--- src/rtl/twi_pkg.sv ---
// Shared constants and types for the two-wire slave and bit-bang port
package twi_pkg;

  // Special-function register addresses
  localparam logic [7:0] SFR_OWN_ADDRESS = 8'h9B;
  localparam logic [7:0] SFR_BYTE_BUFFER = 8'h9A;
  localparam logic [7:0] SFR_CONTROL_STATUS = 8'hE8;

  // Reset values
  localparam logic [7:0] OWN_ADDRESS_RESET = 8'h55;
  localparam logic [7:0] BYTE_BUFFER_RESET = 8'h00;
  localparam logic [7:0] SHIFT_RESET = 8'h00;
  localparam logic [7:0] READ_RESET = 8'h00;

  // Control/status field positions
  localparam int CTL_DATA_OUT_BIT = 7;
  localparam int CTL_DRIVE_EN_BIT = 6;
  localparam int CTL_CLOCK_OUT_BIT = 5;
  localparam int CTL_DATA_IN_BIT = 4;
  localparam int CTL_MASTER_SEL_BIT = 3;
  localparam int CTL_IF_RESET_BIT = 2;
  localparam int CTL_DIRECTION_BIT = 1;
  localparam int CTL_BYTE_DONE_BIT = 0;

  // Byte framing
  localparam logic [3:0] BITS_PER_BYTE = 4'h8;
  localparam logic [3:0] BIT_COUNT_ZERO = 4'h0;
  localparam logic [3:0] BIT_COUNT_ONE = 4'h1;

  // Interrupt vector presented with each request
  localparam logic [15:0] IRQ_VECTOR = 16'h003B;
  localparam logic [15:0] IRQ_VECTOR_NONE = 16'h0000;

  typedef enum logic [2:0] {
    st_idle,
    st_addr,
    st_addr_ack,
    st_rx,
    st_rx_ack,
    st_tx,
    st_tx_ack,
    st_ignore
  } slave_state_t;

endpackage : twi_pkg

--- src/rtl/line_sync_if.sv ---
// Filtered line levels and edges passed from the pin synchroniser
`timescale 1ns/1ps
interface line_sync_if;
  logic scl_level;
  logic sda_level;
  logic scl_rise;
  logic scl_fall;
  logic sda_rise;
  logic sda_fall;

  modport source (
    output scl_level, sda_level, scl_rise, scl_fall, sda_rise, sda_fall
  );
  modport sink (
    input scl_level, sda_level, scl_rise, scl_fall, sda_rise, sda_fall
  );
endinterface : line_sync_if

--- src/rtl/two_wire_slave_and_bitbang_port.sv ---
// Two-wire hardware slave with software bit-bang master port
//
// Behaviour
// - Own address resets to 55H, seven bits
// - Received byte latched into byte buffer
// - Buffer write supplies byte shifted out
// - Buffer read or write clears done flag
// - Data-out bit drives data pin when enabled
// - Drive-enable selects data pin output or input
// - Master mode: clock pin always driven from clock-out bit
// - Data-in samples line on clock rise, undriven
// - Master-select picks bit-bang or hardware slave
// - Interface reset bit returns slave to idle
// - Direction bit loaded from read/write bit
// - Flag raised after start, address, R/W
// - Idle slave waits for start condition
// - Interrupt needs peripheral and global enables
// - Interrupt vectors to 003BH per byte
// - First byte in buffer is address plus R/W
// - Clock held low while flag is set
// - Flag only for acknowledged bytes
// - Flags continue until stop, not-acknowledge or reset
// - Master mode never raises flag or interrupt
// - Two-wire active only while select bit clear
// - Address compared zero-extended to own address
// - Ninth pulse acknowledges only on match
// - Stop or not-acknowledge returns to idle
// - Data edge with clock high: start/stop
`timescale 1ns/1ps
module two_wire_slave_and_bitbang_port
  import twi_pkg::*;
(
  input wire logic i_clk_sys,
  input wire logic i_resetn,
  input wire logic [7:0] i_sfr_addr,
  input wire logic i_sfr_wr,
  input wire logic i_sfr_rd,
  input wire logic [7:0] i_sfr_wdata,
  output logic [7:0] o_sfr_rdata,
  input wire logic i_serial_periph_select,
  input wire logic i_irq_enable,
  input wire logic i_global_irq_enable,
  output logic o_irq_request,
  output logic [15:0] o_irq_vector,
  input wire logic i_scl_in,
  output logic o_scl_out,
  output logic o_scl_oe,
  input wire logic i_sda_in,
  output logic o_sda_out,
  output logic o_sda_oe
);

  line_sync_if line_bus ();

  line_pin_sync u_sync (
    .i_clk_sys(i_clk_sys),
    .i_resetn(i_resetn),
    .i_scl_pin(i_scl_in),
    .i_sda_pin(i_sda_in),
    .sync_bus(line_bus)
  );

  // Register file
  logic [7:0] own_address_reg_ff;
  logic [7:0] byte_buffer_reg_ff;
  logic master_data_out_ff;
  logic master_data_drive_enable_ff;
  logic master_clock_out_ff;
  logic master_data_in_ff;
  logic master_select_ff;
  logic transfer_direction_ff;
  logic byte_done_flag_ff;
  logic interface_reset_bit_ff;

  // Slave engine
  slave_state_t state_ff;
  slave_state_t nxt_state;
  logic [7:0] shift_ff;
  logic [3:0] bit_count_ff;
  logic slave_sda_low_ff;

  // Output registers
  logic [7:0] sfr_rdata_ff;
  logic irq_request_ff;
  logic [15:0] irq_vector_ff;
  logic scl_out_ff;
  logic scl_oe_ff;
  logic sda_out_ff;
  logic sda_oe_ff;

  logic wr_own;
  logic wr_buf;
  logic rd_buf;
  logic wr_ctl;
  logic two_wire_on;
  logic slave_on;
  logic start_seen;
  logic stop_seen;
  logic addr_match;
  logic byte_event;
  logic flag_clear;
  logic engine_reset;
  logic [7:0] ctl_view;

  assign wr_own = i_sfr_wr && (i_sfr_addr == SFR_OWN_ADDRESS);
  assign wr_buf = i_sfr_wr && (i_sfr_addr == SFR_BYTE_BUFFER);
  assign rd_buf = i_sfr_rd && (i_sfr_addr == SFR_BYTE_BUFFER);
  assign wr_ctl = i_sfr_wr && (i_sfr_addr == SFR_CONTROL_STATUS);

  assign two_wire_on = !i_serial_periph_select;
  assign slave_on = two_wire_on && !master_select_ff;

  assign start_seen = line_bus.sda_fall && line_bus.scl_level;
  assign stop_seen = line_bus.sda_rise && line_bus.scl_level;

  assign addr_match = ({1'b0, shift_ff[7:1]} == own_address_reg_ff);

  assign engine_reset = interface_reset_bit_ff || !slave_on;

  assign flag_clear = wr_buf || rd_buf ||
                      (wr_ctl && !i_sfr_wdata[CTL_BYTE_DONE_BIT]);

  // Flag at end of an acknowledged ninth pulse
  assign byte_event = slave_on && line_bus.scl_fall &&
                      ((state_ff == st_addr_ack) ||
                       (state_ff == st_rx_ack) ||
                       ((state_ff == st_tx_ack) && !shift_ff[0]));

  always_ff @(posedge i_clk_sys) begin
    if (!i_resetn) begin
      own_address_reg_ff <= OWN_ADDRESS_RESET;
    end else if (wr_own) begin
      own_address_reg_ff <= i_sfr_wdata;
    end
  end

  // Software control bits; reset bit self-clears next cycle
  always_ff @(posedge i_clk_sys) begin
    if (!i_resetn) begin
      master_data_out_ff <= 1'b0;
      master_data_drive_enable_ff <= 1'b0;
      master_clock_out_ff <= 1'b0;
      master_select_ff <= 1'b0;
      interface_reset_bit_ff <= 1'b0;
    end else begin
      interface_reset_bit_ff <= wr_ctl && i_sfr_wdata[CTL_IF_RESET_BIT];
      if (wr_ctl) begin
        master_data_out_ff <= i_sfr_wdata[CTL_DATA_OUT_BIT];
        master_data_drive_enable_ff <= i_sfr_wdata[CTL_DRIVE_EN_BIT];
        master_clock_out_ff <= i_sfr_wdata[CTL_CLOCK_OUT_BIT];
        master_select_ff <= i_sfr_wdata[CTL_MASTER_SEL_BIT];
      end
    end
  end

  // Data-in sampled on clock rise while undriven
  always_ff @(posedge i_clk_sys) begin
    if (!i_resetn) begin
      master_data_in_ff <= 1'b0;
    end else if (two_wire_on && master_select_ff && line_bus.scl_rise &&
                 !master_data_drive_enable_ff) begin
      master_data_in_ff <= line_bus.sda_level;
    end
  end

  // Byte buffer: software writes, or received byte lands here
  always_ff @(posedge i_clk_sys) begin
    if (!i_resetn) begin
      byte_buffer_reg_ff <= BYTE_BUFFER_RESET;
    end else if (slave_on && line_bus.scl_rise &&
                 bit_count_ff == BITS_PER_BYTE - BIT_COUNT_ONE &&
                 (state_ff == st_addr || state_ff == st_rx)) begin
      // First byte is address plus R/W
      byte_buffer_reg_ff <= {shift_ff[6:0], line_bus.sda_level};
    end else if (wr_buf) begin
      byte_buffer_reg_ff <= i_sfr_wdata;
    end
  end

  // Direction from the R/W bit of a matched address
  always_ff @(posedge i_clk_sys) begin
    if (!i_resetn || interface_reset_bit_ff) begin
      transfer_direction_ff <= 1'b0;
    end else if (slave_on && state_ff == st_addr && addr_match &&
                 bit_count_ff == BITS_PER_BYTE) begin
      transfer_direction_ff <= shift_ff[0];
    end
  end

  // Set wins over a clear landing in the same cycle
  always_ff @(posedge i_clk_sys) begin
    if (!i_resetn || interface_reset_bit_ff) begin
      byte_done_flag_ff <= 1'b0;
    end else if (byte_event) begin
      byte_done_flag_ff <= 1'b1;
    end else if (flag_clear || (two_wire_on && master_select_ff)) begin
      byte_done_flag_ff <= 1'b0;
    end
  end

  // Slave sequencer
  always_comb begin
    nxt_state = state_ff;
    case (state_ff)
      st_idle: begin
        nxt_state = st_idle;
      end
      st_addr: begin
        if (line_bus.scl_fall && bit_count_ff == BITS_PER_BYTE) begin
          nxt_state = addr_match ? st_addr_ack : st_ignore;
        end
      end
      st_addr_ack: begin
        if (line_bus.scl_fall) begin
          nxt_state = transfer_direction_ff ? st_tx : st_rx;
        end
      end
      st_rx: begin
        if (line_bus.scl_fall && bit_count_ff == BITS_PER_BYTE) begin
          nxt_state = st_rx_ack;
        end
      end
      st_rx_ack: begin
        if (line_bus.scl_fall) begin
          nxt_state = st_rx;
        end
      end
      st_tx: begin
        if (line_bus.scl_fall && bit_count_ff == BITS_PER_BYTE) begin
          nxt_state = st_tx_ack;
        end
      end
      st_tx_ack: begin
        if (line_bus.scl_fall) begin
          nxt_state = shift_ff[0] ? st_idle : st_tx;
        end
      end
      st_ignore: begin
        nxt_state = st_ignore;
      end
      default: begin
        nxt_state = st_idle;
      end
    endcase
    if (stop_seen) begin
      nxt_state = st_idle;
    end
    if (start_seen) begin
      // Repeated start restarts addressing
      nxt_state = st_addr;
    end
  end

  always_ff @(posedge i_clk_sys) begin
    if (!i_resetn || engine_reset) begin
      state_ff <= st_idle;
    end else begin
      state_ff <= nxt_state;
    end
  end

  // Bit counter counts clock rises within a byte
  always_ff @(posedge i_clk_sys) begin
    if (!i_resetn || engine_reset || start_seen) begin
      bit_count_ff <= BIT_COUNT_ZERO;
    end else if (line_bus.scl_rise &&
                 (state_ff == st_addr || state_ff == st_rx ||
                  state_ff == st_tx)) begin
      bit_count_ff <= bit_count_ff + BIT_COUNT_ONE;
    end else if (line_bus.scl_fall && (state_ff == st_addr_ack ||
                 state_ff == st_rx_ack || state_ff == st_tx_ack)) begin
      bit_count_ff <= BIT_COUNT_ZERO;
    end
  end

  // Shift register: receives on rise, transmits MSB first
  always_ff @(posedge i_clk_sys) begin
    if (!i_resetn || engine_reset) begin
      shift_ff <= SHIFT_RESET;
    end else if (state_ff == st_tx && bit_count_ff == BIT_COUNT_ZERO &&
                 wr_buf) begin
      // Written byte becomes the outgoing byte
      shift_ff <= i_sfr_wdata;
    end else if (line_bus.scl_rise) begin
      case (state_ff)
        st_addr, st_rx: begin
          shift_ff <= {shift_ff[6:0], line_bus.sda_level};
        end
        st_tx_ack: begin
          // Master's acknowledge parked in bit 0
          shift_ff <= {shift_ff[7:1], line_bus.sda_level};
        end
        default: begin
          shift_ff <= shift_ff;
        end
      endcase
    end else if (line_bus.scl_fall && state_ff == st_tx) begin
      shift_ff <= {shift_ff[6:0], 1'b0};
    end
  end

  // Slave pull on the data line, decided from the next state
  always_ff @(posedge i_clk_sys) begin
    if (!i_resetn || engine_reset) begin
      slave_sda_low_ff <= 1'b0;
    end else begin
      case (nxt_state)
        st_addr_ack, st_rx_ack: begin
          slave_sda_low_ff <= 1'b1;
        end
        st_tx: begin
          if (state_ff == st_tx && wr_buf &&
              bit_count_ff == BIT_COUNT_ZERO) begin
            slave_sda_low_ff <= !i_sfr_wdata[7];
          end else if (line_bus.scl_fall) begin
            slave_sda_low_ff <= (bit_count_ff == BITS_PER_BYTE) ? 1'b0 :
                                !shift_ff[6];
          end
        end
        default: begin
          // Transmitter releases data during master ack
          slave_sda_low_ff <= 1'b0;
        end
      endcase
    end
  end

  // Pin drivers; enable high means this end drives
  always_ff @(posedge i_clk_sys) begin
    if (!i_resetn || !two_wire_on) begin
      scl_out_ff <= 1'b1;
      scl_oe_ff <= 1'b0;
      sda_out_ff <= 1'b1;
      sda_oe_ff <= 1'b0;
    end else if (master_select_ff) begin
      // Clock driver always on in master mode
      scl_out_ff <= master_clock_out_ff;
      scl_oe_ff <= 1'b1;
      sda_out_ff <= master_data_out_ff;
      sda_oe_ff <= master_data_drive_enable_ff;
    end else begin
      scl_out_ff <= 1'b0;
      scl_oe_ff <= byte_done_flag_ff || byte_event;
      sda_out_ff <= 1'b0;
      sda_oe_ff <= slave_sda_low_ff;
    end
  end

  always_ff @(posedge i_clk_sys) begin
    if (!i_resetn) begin
      irq_request_ff <= 1'b0;
      irq_vector_ff <= IRQ_VECTOR_NONE;
    end else begin
      irq_request_ff <= byte_done_flag_ff && i_irq_enable &&
                        i_global_irq_enable;
      irq_vector_ff <= (byte_done_flag_ff && i_irq_enable &&
                        i_global_irq_enable) ? IRQ_VECTOR : IRQ_VECTOR_NONE;
    end
  end

  always_comb begin
    ctl_view = READ_RESET;
    ctl_view[CTL_DATA_OUT_BIT] = master_data_out_ff;
    ctl_view[CTL_DRIVE_EN_BIT] = master_data_drive_enable_ff;
    ctl_view[CTL_CLOCK_OUT_BIT] = master_clock_out_ff;
    ctl_view[CTL_DATA_IN_BIT] = master_data_in_ff;
    ctl_view[CTL_MASTER_SEL_BIT] = master_select_ff;
    ctl_view[CTL_DIRECTION_BIT] = transfer_direction_ff;
    ctl_view[CTL_BYTE_DONE_BIT] = byte_done_flag_ff;
  end

  // Registered read; clock line level is deliberately not visible
  always_ff @(posedge i_clk_sys) begin
    if (!i_resetn) begin
      sfr_rdata_ff <= READ_RESET;
    end else if (i_sfr_rd) begin
      case (i_sfr_addr)
        SFR_OWN_ADDRESS: begin
          sfr_rdata_ff <= own_address_reg_ff;
        end
        SFR_BYTE_BUFFER: begin
          sfr_rdata_ff <= byte_buffer_reg_ff;
        end
        SFR_CONTROL_STATUS: begin
          sfr_rdata_ff <= ctl_view;
        end
        default: begin
          sfr_rdata_ff <= READ_RESET;
        end
      endcase
    end
  end

  assign o_sfr_rdata = sfr_rdata_ff;
  assign o_irq_request = irq_request_ff;
  assign o_irq_vector = irq_vector_ff;
  assign o_scl_out = scl_out_ff;
  assign o_scl_oe = scl_oe_ff;
  assign o_sda_out = sda_out_ff;
  assign o_sda_oe = sda_oe_ff;

endmodule : two_wire_slave_and_bitbang_port

--- src/rtl/line_pin_sync.sv ---
// Three-stage synchroniser and agreement filter for clock and data pins
`timescale 1ns/1ps
module line_pin_sync (
  input wire logic i_clk_sys,
  input wire logic i_resetn,
  input wire logic i_scl_pin,
  input wire logic i_sda_pin,
  line_sync_if.source sync_bus
);

  logic [1:0] pins;
  logic [1:0] stage1_ff;
  logic [1:0] stage2_ff;
  logic [1:0] stage3_ff;
  logic [1:0] level_ff;
  logic [1:0] rise;
  logic [1:0] fall;

  assign pins = {i_sda_pin, i_scl_pin};

  // Lines idle high on an open-drain bus
  always_ff @(posedge i_clk_sys) begin
    if (!i_resetn) begin
      stage1_ff <= 2'h3;
      stage2_ff <= 2'h3;
      stage3_ff <= 2'h3;
    end else begin
      stage1_ff <= pins;
      stage2_ff <= stage1_ff;
      stage3_ff <= stage2_ff;
    end
  end

  genvar g;
  generate
    for (g = 0; g < 2; g++) begin : g_line
      // Level moves only when the two late stages agree
      always_ff @(posedge i_clk_sys) begin
        if (!i_resetn) begin
          level_ff[g] <= 1'b1;
        end else if (stage2_ff[g] == stage3_ff[g]) begin
          level_ff[g] <= stage3_ff[g];
        end
      end
      assign rise[g] = (stage2_ff[g] == stage3_ff[g]) && stage3_ff[g] &&
                       !level_ff[g];
      assign fall[g] = (stage2_ff[g] == stage3_ff[g]) && !stage3_ff[g] &&
                       level_ff[g];
    end
  endgenerate

  assign sync_bus.scl_level = level_ff[0];
  assign sync_bus.sda_level = level_ff[1];
  assign sync_bus.scl_rise = rise[0];
  assign sync_bus.scl_fall = fall[0];
  assign sync_bus.sda_rise = rise[1];
  assign sync_bus.sda_fall = fall[1];

endmodule : line_pin_sync

--- config.mk ---
export PLATFORM = sky130hd
export DESIGN_NAME = two_wire_slave_and_bitbang_port
export DESIGN_NICKNAME = d
export VERILOG_FILES = /design/src/rtl/twi_pkg.sv /design/src/rtl/line_sync_if.sv /design/src/rtl/two_wire_slave_and_bitbang_port.sv /design/src/rtl/line_pin_sync.sv
export SDC_FILE = /design/constraint.sdc
export NUM_CORES = 1
export LEC_CHECK = 0
export BUFFER_PORTS_ARGS = -buffer_cell sky130_fd_sc_hd__buf_2
export CELL_PAD_IN_SITES_DETAIL_PLACEMENT = 2
export CELL_PAD_IN_SITES_GLOBAL_PLACEMENT = 2
export CORE_MARGIN = 4
export CORE_UTILIZATION = 34
export DETAILED_ROUTE_END_ITERATION = 7
export GPL_TIMING_DRIVEN = 0
export HOLD_SLACK_MARGIN = 0.02
export PLACE_DENSITY_LB_ADDON = 0.1
export SKIP_CTS_REPAIR_TIMING = 1
export SYNTH_ARGS = -nofsm -noshare
export SYNTH_HDL_FRONTEND = slang
export SYNTH_SLANG_ARGS = --single-unit
--- constraint.sdc ---
create_clock -name i_clk_sys -period 3 [get_ports i_clk_sys]
set_input_delay 0.3 -clock i_clk_sys [delete_from_list [all_inputs] [get_ports i_clk_sys]]
set_output_delay 0.3 -clock i_clk_sys [all_outputs]
set_load 0.1 [all_outputs]
==> reports/results.ini <==
[run_status]
status=complete, no violations

[global_route]
grt_util_met2_pct=32.97
grt_max_degree=11
grt_antenna_before_repair=0
grt_use_met3_pct=3.307
overflow=0
grt_util_all_layers_pct=19.29
grt_pass1_wl_um=16900
grt_use_met1_pct=24.98
globalRoute.busiestLayer=met2
grt_pass1_vias=3162

[synth]
avgSynthCellArea_um2=8.655
synth_area_um2=3246
ys_seq_elements=61
synthDistinctLibCells=53
synth_cells=375
ys_warn_count=0
async_reset_ff_share_pct=0
synthFlopType=dfxtp_1
synth-seq-area-share_pct=37.63
synth-edff-count=0

[clocking]
cts_buffers=9
insertion_delay_ns=0.35
cts-root-buf=clkbuf_8
h-tree-depth=3
clock-sinks=61
path_clk_slew_ns=0.08
clockBufferDepth=2
cts_tree=done

[sta]
setup_slack_ns=0.3096
fin_crit_ns=2.690
max_freq_mhz=371.7
maxSlewHeadroom_pct=29.10
fin_crit_sh_pct=89.68
finalSetupTns_ns=0
fin_skew_ns=0.01599
final_max_slew_viol_count=0
tightest_slew_ns=1.054
rsz0062_at_grt=no
setup_violations=0
hold_viol_final=0

[power_and_ir_drop]
p_comb_share_pct=11.1
switchingPower_uw=514.0
swShare_pct=26.45
ir_drop_uv=167.7
pwr-share-clk_pct=46.3
power.leakage_nw=1.714
power_density_nw_per_um2=497.6
p_int_mw=1.429
p_seq_share_pct=42.6

[final_layout]
antennaDiodeCount=0
nets=467
syn_to_final_growth_pct=20.32
final_common_cell=dfxtp_1
final_layout_size_suffix_gt1_share_pct=20.63
final_cell_mix=61 x dfxtp_1, 41 x buf_2, 40 x nand2_1, 29 x mux2i_1, 28 x nor2_1
fin_cells=570
stdcell_area_um2=3905

[floorplan]
die_w_um=105.7
die_y_um=105.7
core_um2=9284
num_rows=35
ios=54
dieArea_um2=11170
initial_core_util_pct=34.96

[route]
vias=2910
drtPass1Iterations=4
wire_per_inst_um=18.22
vias_per_cell=5.105
routed_wl_um=10390
drc=0
drtIter0Drc=72
drtAntennaViolNets=0

[critical_path]
critPathKind=reg2reg
required_ns=3.23
cp-end-kind=flop
cp.arrival_ns=2.92
worstPathMaxFanout=9
startpoint_type=flop

[hold_path]
min_path_type=in2reg

[placement]
hpwl_um=7874
place_area_um2=3645
placed_cells=554
portBuffers=40
gp_congestion=0.7745
dp_slack_ns=0.2262

[job]
drv_cap=0

## state kept, by name, indices dropped and copies added (netlist names), 2 cells and up
name	cells
byte_buffer_reg_ff	8
o_sfr_rdata	8
own_address_reg_ff	8
shift_ff	8
bit_count_ff	4
state_ff	3
u_sync.stage1_ff	2
u_sync.stage2_ff	2
u_sync.stage3_ff	2
## path summary, 6_finish.rpt
path	from	endpoint	slack [ns]	cells past startpoint
hold reg to reg	u_sync.stage1_ff[0]	u_sync.stage2_ff[0]	0.41	1
setup / recovery	state_ff[1]	shift_ff[7]	0.31	7
setup reg to reg	state_ff[1]	shift_ff[7]	0.31	7
hold / removal	i_sda_in	u_sync.stage1_ff[1]	0.14	2
## layer usage
layer | routed length [µm] | vias to the layer above
li1 | - | 1416
met1 | 4894 | 1430
met2 | 4957 | 54
met3 | 418 | 10
met4 | 117 | 0
met5 | 0 | -
## critical path: stages (launching register included)
cell,delay [ns]
dfxtp_1,0.30
clkbuf_1,0.22
nor4bb_1,0.42
nand4_1,0.45
a211oi_4,0.60
nor2_1,0.24
a211oi_1,0.26
nor3_1,0.07
## cell usage after synthesis, drive strengths merged, types with 4 or more instances
| master | number | area share (%) |
|---|---|---|
| xor2 | 7 | 1.9 |
| nand3 | 10 | 1.5 |
| o211a | 7 | 2.2 |
| ha | 6 | 2.3 |
| mux2 | 6 | 2.1 |
| nand2b | 10 | 1.9 |
| a21oi | 12 | 1.9 |
| o21ai | 13 | 2.0 |
| buf | 21 | 4.8 |
| inv | 11 | 1.3 |
| dfxtp | 61 | 38 |
| nor2b | 11 | 2.1 |
| mux2i | 29 | 8.9 |
| and2 | 9 | 1.7 |
| nor2 | 28 | 3.2 |
| o211ai | 12 | 2.8 |
| clkbuf | 12 | 1.4 |
| nand2 | 40 | 4.6 |
| nor3 | 25 | 3.9 |
| nor4 | 4 | 0.77 |
## cells by family (layout without fill, tap and decap cells)
logic type	after synthesis	after routing	share of synthesized area [%]
simple gates	158	158	25.25
compound gates	63	63	14.34
flops	61	61	37.63
buf+inv	44	100	7.440
mux	35	35	11.03
xor+xnor	7	7	1.889
fa+ha+maj	6	6	2.313
other cells	1	11	0.1155
## power by group through the flow
stage               Combinational, mW  Clock (mW)  Sequential, mW
global route                    0.229       0.962           0.828
global placement                0.214           0           0.845
detailed placement              0.216           0           0.846
CTS                             0.217       0.921           0.827
floorplan                       0.121           0           0.887
finish                          0.216       0.900           0.827
## area by class of cell
class	count	area, µm²
fill	1106	5379
multi-input combinational	280	1837
sequential	61	1221
timing repair buffer	40	200.2
buffer	33	200.2
clock buffer	13	178.9
tap	129	161.4
clock inverter	3	65.06
inverter	11	41.29
## per-stage QoR
step	hold slack, ns	util (%)	power, mW
after floorplan	0.3863	-	1.008
after global placement	0.3907	39.26	1.059
after detailed placement	0.4014	39.26	1.062
after CTS	0.1216	41.89	1.965
after global routing	0.1332	42.06	2.018
final	0.1369	42.06	1.943
(Power assumes the default switching activity.)
